--- config.mk ---
export PLATFORM = sky130hd
export DESIGN_NAME = ocs_selector
export DESIGN_NICKNAME = d
export VERILOG_FILES = /design/src/rtl/ocs_pkg.sv /design/src/rtl/ocs_selector.sv /design/src/rtl/ocs_sync.sv /design/src/rtl/ocs_persist.sv
export SDC_FILE = /design/constraint.sdc
export NUM_CORES = 1
export LEC_CHECK = 0
export ABC_AREA = 1
export ABC_CLOCK_PERIOD_IN_PS = 9450
export BUFFER_PORTS_ARGS = -buffer_cell sky130_fd_sc_hd__buf_2
export CAP_MARGIN = 40
export CELL_PAD_IN_SITES_DETAIL_PLACEMENT = 0
export CELL_PAD_IN_SITES_GLOBAL_PLACEMENT = 1
export CORE_MARGIN = 2
export CORE_UTILIZATION = 40
export CTS_CLUSTER_DIAMETER = 50
export DETAILED_ROUTE_END_ITERATION = 7
export GPL_TIMING_DRIVEN = 0
export MAX_ROUTING_LAYER = met4
export PLACE_DENSITY_LB_ADDON = 0.3
export SKIP_LAST_GASP = 1
export SYNTH_ARGS = -nofsm -noshare
export SYNTH_HDL_FRONTEND = slang
export SYNTH_SLANG_ARGS = --single-unit
--- constraint.sdc ---
create_clock -name clock -period 9.45 [get_ports clock]
set_input_delay 0.4725 -clock clock [delete_from_list [all_inputs] [get_ports clock]]
set_output_delay 0.4725 -clock clock [all_outputs]
set_load 0.01 [all_outputs]
--- src/rtl/ocs_pkg.sv ---
package ocs_pkg;

    // ****************************************
    // Widths
    // ****************************************
    localparam int FREQ_W = 16;
    localparam int SEL_W  = 5;

    // ****************************************
    // Select codes
    // ****************************************
    localparam logic [4:0] SEL_FREQ_MATCH_CMD   = 5'h00;
    localparam logic [4:0] SEL_FREQ_MATCH_LEVEL = 5'h01;
    localparam logic [4:0] SEL_FREQ_BAND_LEVEL  = 5'h02;
    localparam logic [4:0] SEL_FREQ_HYST        = 5'h03;
    localparam logic [4:0] SEL_FREQ_HYST_INV    = 5'h04;
    localparam logic [4:0] SEL_MOTOR_OVERLOAD   = 5'h05;
    localparam logic [4:0] SEL_DRIVE_OVERLOAD   = 5'h06;
    localparam logic [4:0] SEL_STALL            = 5'h07;
    localparam logic [4:0] SEL_OVER_VOLT        = 5'h08;
    localparam logic [4:0] SEL_LOW_VOLT         = 5'h09;
    localparam logic [4:0] SEL_OVERHEAT         = 5'h0A;
    localparam logic [4:0] SEL_CMD_LOSS         = 5'h0B;
    localparam logic [4:0] SEL_RUNNING          = 5'h0C;
    localparam logic [4:0] SEL_STOPPED          = 5'h0D;
    localparam logic [4:0] SEL_CONST_SPEED      = 5'h0E;
    localparam logic [4:0] SEL_SPEED_SEARCH     = 5'h0F;
    localparam logic [4:0] SEL_WAIT_RUN         = 5'h10;
    localparam logic [4:0] SEL_FAULT            = 5'h11;
    localparam logic [4:0] SEL_FAN_ALARM        = 5'h12;
    localparam logic [4:0] SEL_BRAKE            = 5'h13;
    localparam logic [4:0] SEL_MAX              = 5'h13;

    // ****************************************
    // Fault mask fields
    // ****************************************
    localparam int FM_LOW_VOLT   = 0;
    localparam int FM_OTHER_TRIP = 1;
    localparam int FM_RESTART    = 2;

    // ****************************************
    // Keypad error routing fields
    // ****************************************
    localparam int KR_OC    = 0;
    localparam int KR_RELAY = 1;

    // ****************************************
    // Defaults and bandwidth limit, in 0.01 Hz
    // ****************************************
    localparam logic [15:0] BW_DEFAULT    = 16'h03E8;
    localparam logic [15:0] LEVEL_DEFAULT = 16'h0BB8;
    localparam logic [15:0] BW_LIMIT      = 16'h9C40;

    // ****************************************
    // Keypad error persistence time, fan mode code
    // ****************************************
    localparam int CLK_HZ        = 25_000_000;
    localparam int KP_ERR_MS     = 1000;
    localparam int KP_ERR_CYCLES = (CLK_HZ / 1000) * KP_ERR_MS;
    localparam int FAN_KEEP_RUN  = 0;

endpackage

--- src/rtl/ocs_selector.sv ---
`timescale 1ns/100ps
`default_nettype none
// Operation
// Two select settings, open-collector and relay, each code 0 to 19.
// Code 17 drives the output from the fault mask.
// Mask bit0 low-voltage trip, bit1 other trip, bit2 restart configured.
// Code 0: command and output frequency within half bandwidth.
// Bandwidth 0 to 400 Hz, default 10 Hz, refused above max frequency.
// Code 1: command equals level and code 0 condition holds.
// Code 2: level and running frequency within half bandwidth.
// Code 3: accel at or above level, decel above level minus half band.
// Code 4: inverse of code 3 condition, normally closed.
// Code 8: over-voltage trip.
// Code 9: low-voltage trip.
// Code 10: heatsink overheat flag.
// Code 11: analog or serial command loss.
// Code 12: run command present and drive producing voltage.
// Code 13: stopped with no run command.
// Code 14: running at constant speed.
// Code 16: normal operation waiting for external run command.
// Code 18: fan trip alarm when fan mode keeps running.
// Code 19: external brake signal when brake use configured.
// Keypad error routing: bit0 open collector, bit1 relay, default 0.
// Keypad error drives outputs only after persisting for a set time.
// Outputs registered each clock, unsigned 0.01 Hz, cleared on reset; the code resets relay_contact_nc to 1.
module ocs_selector #(
    parameter int FREQ_W     = ocs_pkg::FREQ_W,
    parameter int KP_ERR_CYC = ocs_pkg::KP_ERR_CYCLES
) (
    // Clock and reset
    input  wire logic              clock,
    input  wire logic              rst_n,
    // Output select settings
    input  wire logic [4:0]        oc_output_select,
    input  wire logic [4:0]        relay_output_select,
    input  wire logic [2:0]        fault_mask,
    input  wire logic [1:0]        keypad_err_routing,
    // Frequency settings, 0.01 Hz
    input  wire logic [FREQ_W-1:0] detect_level,
    input  wire logic [FREQ_W-1:0] detect_bandwidth,
    input  wire logic [FREQ_W-1:0] max_frequency,
    // Frequencies from the drive, 0.01 Hz
    input  wire logic [FREQ_W-1:0] cmd_frequency,
    input  wire logic [FREQ_W-1:0] run_frequency,
    // Drive state
    input  wire logic              accelerating,
    input  wire logic              decelerating,
    input  wire logic              run_cmd,
    input  wire logic              output_active,
    input  wire logic              wait_run,
    input  wire logic              auto_restart_set,
    input  wire logic              fan_trip_mode,
    input  wire logic              brake_enable,
    // Status flags from the drive
    input  wire logic              motor_overload_warn,
    input  wire logic              drive_overload_warn,
    input  wire logic              stall_active,
    input  wire logic              over_volt_trip,
    input  wire logic              low_volt_trip,
    input  wire logic              other_trip,
    input  wire logic              heatsink_overheat,
    input  wire logic              analog_cmd_loss,
    input  wire logic              serial_cmd_loss,
    input  wire logic              speed_search,
    input  wire logic              fan_fault,
    input  wire logic              brake_signal,
    // Keypad link error, from outside the clock domain
    input  wire logic              keypad_link_err,
    // Outputs
    output var  logic              open_collector_out,
    output var  logic              relay_contact_no,
    output var  logic              relay_contact_nc,
    output var  logic              keypad_err_display,
    output var  logic              bandwidth_rejected
);

    typedef struct packed {
        logic [FREQ_W-1:0] bw;
        logic              hyst;
        logic              oc;
        logic              relay;
        logic              relay_nc;
        logic              kp_disp;
        logic              bw_rej;
    } ocs_state_s;

    ocs_state_s st_reg;
    ocs_state_s st_next;

    logic kp_err_sync;
    logic kp_err_held;

    initial begin
        if (FREQ_W < 16)
            $error("ocs_selector: FREQ_W too small for 400 Hz");
        if (KP_ERR_CYC < 1)
            $error("ocs_selector: KP_ERR_CYC must be at least 1");
    end

    // ****************************************
    // Helpers
    // ****************************************
    function automatic logic [FREQ_W-1:0] abs_diff(
        input logic [FREQ_W-1:0] a,
        input logic [FREQ_W-1:0] b
    );
        abs_diff = (a >= b) ? a - b : b - a;
    endfunction

    // Half bandwidth drops the odd 0.01 Hz, so the window is never wider
    function automatic logic within_half(
        input logic [FREQ_W-1:0] a,
        input logic [FREQ_W-1:0] b,
        input logic [FREQ_W-1:0] bw
    );
        within_half = abs_diff(a, b) <= (bw >> 1);
    endfunction

    // ****************************************
    // Keypad error path
    // ****************************************
    ocs_sync #(
        .WIDTH (1)
    ) u_kp_sync (
        .clock    (clock),
        .rst_n    (rst_n),
        .async_in (keypad_link_err),
        .sync_out (kp_err_sync)
    );

    ocs_persist #(
        .CYCLES (KP_ERR_CYC)
    ) u_kp_persist (
        .clock (clock),
        .rst_n (rst_n),
        .cond  (kp_err_sync),
        .held  (kp_err_held)
    );

    // ****************************************
    // Condition select
    // ****************************************
    logic              c_match_cmd;
    logic              c_match_level;
    logic              c_band_level;
    logic              c_fault;
    logic [FREQ_W-1:0] lvl_low;
    logic [19:0]       cond_vec;

    function automatic logic pick(
        input logic [4:0]  sel,
        input logic [19:0] vec
    );
        pick = (sel <= ocs_pkg::SEL_MAX) ? vec[sel] : 1'b0;
    endfunction

    always_comb begin
        st_next = st_reg;
        lvl_low = (detect_level > (st_reg.bw >> 1)) ?
                  detect_level - (st_reg.bw >> 1) : '0;

        // Bandwidth setting accepted only within range and max frequency
        if (detect_bandwidth > max_frequency ||
            detect_bandwidth > FREQ_W'(ocs_pkg::BW_LIMIT)) begin
            st_next.bw_rej = 1'b1;
        end else begin
            st_next.bw     = detect_bandwidth;
            st_next.bw_rej = 1'b0;
        end

        c_match_cmd   = within_half(cmd_frequency, run_frequency,
                                    st_reg.bw);
        c_match_level = (cmd_frequency == detect_level) && c_match_cmd;
        c_band_level  = within_half(detect_level, run_frequency,
                                    st_reg.bw);

        // Hysteresis: set at level, held while decelerating above level minus half band
        if (run_frequency >= detect_level)
            st_next.hyst = 1'b1;
        else if (!(decelerating && st_reg.hyst && run_frequency > lvl_low))
            st_next.hyst = 1'b0;

        c_fault = (fault_mask[ocs_pkg::FM_LOW_VOLT]   && low_volt_trip) ||
                  (fault_mask[ocs_pkg::FM_OTHER_TRIP] && other_trip)    ||
                  (fault_mask[ocs_pkg::FM_RESTART] && auto_restart_set);

        cond_vec = '0;
        cond_vec[ocs_pkg::SEL_FREQ_MATCH_CMD]   = c_match_cmd;
        cond_vec[ocs_pkg::SEL_FREQ_MATCH_LEVEL] = c_match_level;
        cond_vec[ocs_pkg::SEL_FREQ_BAND_LEVEL]  = c_band_level;
        cond_vec[ocs_pkg::SEL_FREQ_HYST]        = st_reg.hyst;
        cond_vec[ocs_pkg::SEL_FREQ_HYST_INV]    = !st_reg.hyst;
        cond_vec[ocs_pkg::SEL_MOTOR_OVERLOAD]   = motor_overload_warn;
        cond_vec[ocs_pkg::SEL_DRIVE_OVERLOAD]   = drive_overload_warn;
        cond_vec[ocs_pkg::SEL_STALL]            = stall_active;
        cond_vec[ocs_pkg::SEL_OVER_VOLT]        = over_volt_trip;
        cond_vec[ocs_pkg::SEL_LOW_VOLT]         = low_volt_trip;
        cond_vec[ocs_pkg::SEL_OVERHEAT]         = heatsink_overheat;
        cond_vec[ocs_pkg::SEL_CMD_LOSS]         =
            analog_cmd_loss || serial_cmd_loss;
        cond_vec[ocs_pkg::SEL_RUNNING]          =
            run_cmd && output_active;
        cond_vec[ocs_pkg::SEL_STOPPED]          =
            !run_cmd && !output_active;
        cond_vec[ocs_pkg::SEL_CONST_SPEED]      = output_active &&
            !accelerating && !decelerating;
        cond_vec[ocs_pkg::SEL_SPEED_SEARCH]     = speed_search;
        cond_vec[ocs_pkg::SEL_WAIT_RUN]         = wait_run && !run_cmd;
        cond_vec[ocs_pkg::SEL_FAULT]            = c_fault;
        cond_vec[ocs_pkg::SEL_FAN_ALARM]        = fan_fault &&
            (fan_trip_mode == 1'(ocs_pkg::FAN_KEEP_RUN));
        cond_vec[ocs_pkg::SEL_BRAKE]            =
            brake_enable && brake_signal;

        // Keypad error is ORed onto the routed outputs
        st_next.oc      = pick(oc_output_select, cond_vec) ||
            (kp_err_held && keypad_err_routing[ocs_pkg::KR_OC]);
        st_next.relay   = pick(relay_output_select, cond_vec) ||
            (kp_err_held && keypad_err_routing[ocs_pkg::KR_RELAY]);
        st_next.relay_nc = !st_next.relay;
        st_next.kp_disp = kp_err_held;
    end

    // Bandwidth register starts at its default, outputs start off except the NC contact, which starts at 1
    always_ff @(posedge clock or negedge rst_n) begin
        if (!rst_n) begin
            st_reg.bw      <= FREQ_W'(ocs_pkg::BW_DEFAULT);
            st_reg.hyst    <= 1'b0;
            st_reg.oc      <= 1'b0;
            st_reg.relay   <= 1'b0;
            st_reg.relay_nc <= 1'b1;
            st_reg.kp_disp <= 1'b0;
            st_reg.bw_rej  <= 1'b0;
        end else begin
            st_reg <= st_next;
        end
    end

    // ****************************************
    // Outputs
    // ****************************************
    // Contact pair flops load together so both never close at once
    assign open_collector_out = st_reg.oc;
    assign relay_contact_no   = st_reg.relay;
    assign relay_contact_nc   = st_reg.relay_nc;
    assign keypad_err_display = st_reg.kp_disp;
    assign bandwidth_rejected = st_reg.bw_rej;

endmodule
`default_nettype wire

--- src/rtl/ocs_sync.sv ---
`timescale 1ns/100ps
`default_nettype none
module ocs_sync #(
    parameter int WIDTH = 1
) (
    // Clock and reset
    input  wire logic             clock,
    input  wire logic             rst_n,
    // Data
    input  wire logic [WIDTH-1:0] async_in,
    output var  logic [WIDTH-1:0] sync_out
);

    typedef struct packed {
        logic [WIDTH-1:0] s1;
        logic [WIDTH-1:0] s2;
        logic [WIDTH-1:0] s3;
        logic [WIDTH-1:0] q;
    } ocs_sync_s;

    ocs_sync_s st_reg;
    ocs_sync_s st_next;

    initial begin
        if (WIDTH < 1)
            $error("ocs_sync: WIDTH must be at least 1");
    end

    // Value counts only once the last two stages agree
    always_comb begin
        st_next    = st_reg;
        st_next.s1 = async_in;
        st_next.s2 = st_reg.s1;
        st_next.s3 = st_reg.s2;
        for (int i = 0; i < WIDTH; i++) begin
            if (st_reg.s2[i] == st_reg.s3[i])
                st_next.q[i] = st_reg.s3[i];
        end
    end

    always_ff @(posedge clock or negedge rst_n) begin
        if (!rst_n)
            st_reg <= '0;
        else
            st_reg <= st_next;
    end

    assign sync_out = st_reg.q;

endmodule
`default_nettype wire

--- src/rtl/ocs_persist.sv ---
`timescale 1ns/100ps
`default_nettype none
module ocs_persist #(
    parameter int CYCLES = 25_000_000
) (
    // Clock and reset
    input  wire logic clock,
    input  wire logic rst_n,
    // Condition and result
    input  wire logic cond,
    output var  logic held
);

    localparam int CW = $clog2(CYCLES + 1);

    typedef struct packed {
        logic [CW-1:0] cnt;
        logic          held;
    } ocs_persist_s;

    ocs_persist_s st_reg;
    ocs_persist_s st_next;

    initial begin
        if (CYCLES < 1)
            $error("ocs_persist: CYCLES must be at least 1");
    end

    // Any break in the condition restarts the wait
    always_comb begin
        st_next = st_reg;
        if (!cond) begin
            st_next.cnt  = '0;
            st_next.held = 1'b0;
        end else if (st_reg.cnt == CW'(CYCLES - 1)) begin
            st_next.held = 1'b1;
        end else begin
            st_next.cnt = st_reg.cnt + CW'(1);
        end
    end

    always_ff @(posedge clock or negedge rst_n) begin
        if (!rst_n)
            st_reg <= '0;
        else
            st_reg <= st_next;
    end

    assign held = st_reg.held;

endmodule
`default_nettype wire

==> summary.txt <==
Routing
  • Routed wire length per instance: 15.0 um
  • DR DRC count: 0
  • Drt pass-1 iters: 5
  • Antenna-violating nets left: 0
  • Via count: 8895
  • Routed wire length: 26.2 mm
  • 1st-iter DRT viols: 521
  • Vias per cell: 5.11

Die
  • Initial Utilization: 40.9%
  • Die height: 151 um
  • Die Area: 22700 sq um
  • Number of cell rows: 53
  • Die W: 151 um
  • I/O pin count: 123
  • Core area: 21000 sq um

Critical path
  • WP data required: 9680 ps
  • CP arrival: 4420 ps
  • CP Capture Type: flop
  • Crit path top cell by count: nand2_1
  • Crit Path Category: in2reg
  • Critical path's largest stage delay: 350 ps
  • Critical path's slowest cell: fa_1
  • Critical Path Source Type: input port
  • CP max FO: 10

Layout
  • Final instance count without filler cells: 1741
  • Nets: 1729
  • Layout area overhead: 13.0%
  • Commonest non-fill, non-tap cell in the layout: nand2_1
  • Commonest non-fill, non-tap cells in the layout: nand2_1, inv_1, ha_1
  • Share of layout cells above drive strength 1: 13.0%
  • Diodes inserted: 0
  • Max reg flops: 25
  • Final Cell Area: 9710 sq um

Timing
  • RSZ-0062 raised after global routing: false
  • FMAX: 0.238 GHz
  • Final setup skew: 10.1 ps
  • Setup TNS: 0 ps
  • Setup-failing EPs final: 0
  • Tmin final: 4190 ps
  • Slew of the pin with the lowest slew margin: 580 ps
  • Rel. slew slack: 61.3%
  • Final period utilization: 44.4%
  • Count of final hold-check violations: 0
  • Fin. max-slew vios: 0
  • Min Hold Slack: 91.3 ps

Power and ir drop
  • Power Density: 117 nW/um^2
  • Tot Pwr: 1.14 mW
  • Peak VDD IR: 0.0680 mV
  • LEAKAGE: 5.34 nW

Synthesis
  • Synthesis Warnings: 0
  • Post-synthesis async set-or-reset flop share: 100%
  • Number of synthesized flops with an enable pin: 0
  • Post-Syn Area: 8590 sq um
  • Share of the synthesized area in the top cell type: 20.5%
  • Number of distinct library cells after synthesis: 59
  • Largest area contributor in the netlist: ha_1
  • Number of synthesized register bits: 51
  • Main synth FF type: dfrtp_1
  • Synthesized Nets: 1601
  • Register area share after synthesis: 15.0%
  • Syn Area/Cell: 6.43 sq um
  • Synth Instances: 1337
  • Synth top area cells: ha_1, nand2_1, dfrtp_1, inv_1, a21oi_1

Global routing
  • Initial antenna violation count: 0
  • First-pass GRT wire length: 41.8 mm
  • GRT Util Overall: 23.9%
  • Total grt overflow: 0
  • Pin count of the biggest net entering global routing: 37
  • Vias in the first global route: 8510

Clock network
  • TritonCTS Buffers: 5
  • Clock slew at reported path FFs: 70 ps
  • CTS resizes: 0
  • CTS Hold Buffers Added: 0
  • Clk buf depth: 2
  • H-Tree Depth: 2
  • Clock sink count: 51
  • Root Buffer: clkbuf_16
  • CTS tree: done
  • Worst-Skew Late Latency: 300 ps
  • Postcts setup bufs: 0

Placed design
  • Placed cell areas: 9560 sq um
  • Dpl cells: 1733
  • Number of port buffers: 120
  • DP HPWL: 22.7 mm
  • Placer Congestion: 0.919

Run status
  • Status: completed

Hold path
  • Worst hold path class: in2async

Flow run
  • MaxCap Viol Count: 0
==> synth_stat cells, drive strengths merged, types with 3 or more instances <==
| library cell | number |
|---|---|
| nand2 | 307 |
| inv | 254 |
| ha | 141 |
| a21oi | 130 |
| nor2 | 110 |
| o21ai | 78 |
| nand3 | 59 |
| dfrtp | 44 |
| nor3 | 36 |
| xor2 | 23 |
| xnor2 | 22 |
| nand4 | 19 |
| clkbuf | 10 |
| a21o | 8 |
| o211ai | 8 |
| dfstp | 7 |
| nor4 | 7 |
| o21bai | 7 |
| a31oi | 6 |
| or2 | 6 |
| fa | 5 |
| mux2i | 5 |
| o221ai | 5 |
| a211oi | 4 |
| a21boi | 4 |
| buf | 4 |
| o2111ai | 4 |
| o31ai | 4 |
| o21a | 3 |
==> where the power goes <==
group          switching, mW  total (mW)  internal, mW
Combinational          0.448       0.707         0.259
Clock                 0.0824       0.183         0.100
Sequential           0.00959       0.250         0.240
Total                  0.540        1.14         0.600
==> per-layer routing <==
metal  wire, um  share of wire [%]  GRT usage, %
met4        698                2.7          6.75
met3       1070                4.1          1.45
met1      12200                 47          31.0
met5          0                  0             -
met2      12200                 47          40.3
==> cells by family after synthesis <==
family          share of synthesized area (%)
xor+xnor                                 4.59
fa+ha+maj                                21.8
buf+inv                                  12.0
simple gates                             28.2
flops                                    15.0
compound gates                           17.9
mux                                     0.583
==> path summary, 6_finish.rpt <==
path                                 startpoint                endpoint  slack, ps  depth (start not counted)
max reg2reg                           st_reg[7]             cond_vec[3]       5550                         20
min                                       rst_n  u_kp_persist.st_reg[5]         90                          1
max in group asynchronous                 rst_n              st_reg[12]       8780                          2
min in group clock              keypad_link_err    u_kp_sync.st_next[2]        270                          1
max                            cmd_frequency[0]        relay_contact_nc       5260                         34
min reg2reg                u_kp_sync.st_next[2]    u_kp_sync.st_next[1]        360                          0
==> cell type report <==
| type | count | area (sq um) |
|---|---|---|
| flip-flops and latches | 51 | 1280 |
| clock buffers | 5 | 125 |
| inverters | 255 | 957 |
| clock inverters | 3 | 26.3 |
| repair buffers | 121 | 621 |
| fillers | 2219 | 11300 |
| multi-input cells | 1017 | 6280 |
| plain buffers | 14 | 70.1 |
| well taps | 275 | 344 |
==> worst max-delay path, delay by kind of cell <==
kind | cells | cell delay, ps
AO/OA/AOI/OAI | 3 | 310
XOR/XNOR | 1 | 260
adder cells (fa/ha/maj) | 3 | 830
buffers and inverters | 8 | 720
AND/OR/NAND/NOR | 19 | 1800
==> metrics by stage <==
| step | setup WS (ps) | util (%) |
|---|---|---|
| after floorplan | 5980 | - |
| after global placement | 4940 | 45.4 |
| after detailed placement | 5010 | 45.5 |
| after CTS | 5290 | 46.2 |
| after global routing | 4850 | 46.2 |
| final | 5260 | 46.2 |
No activity file was read; power rests on OpenSTA's default activity.
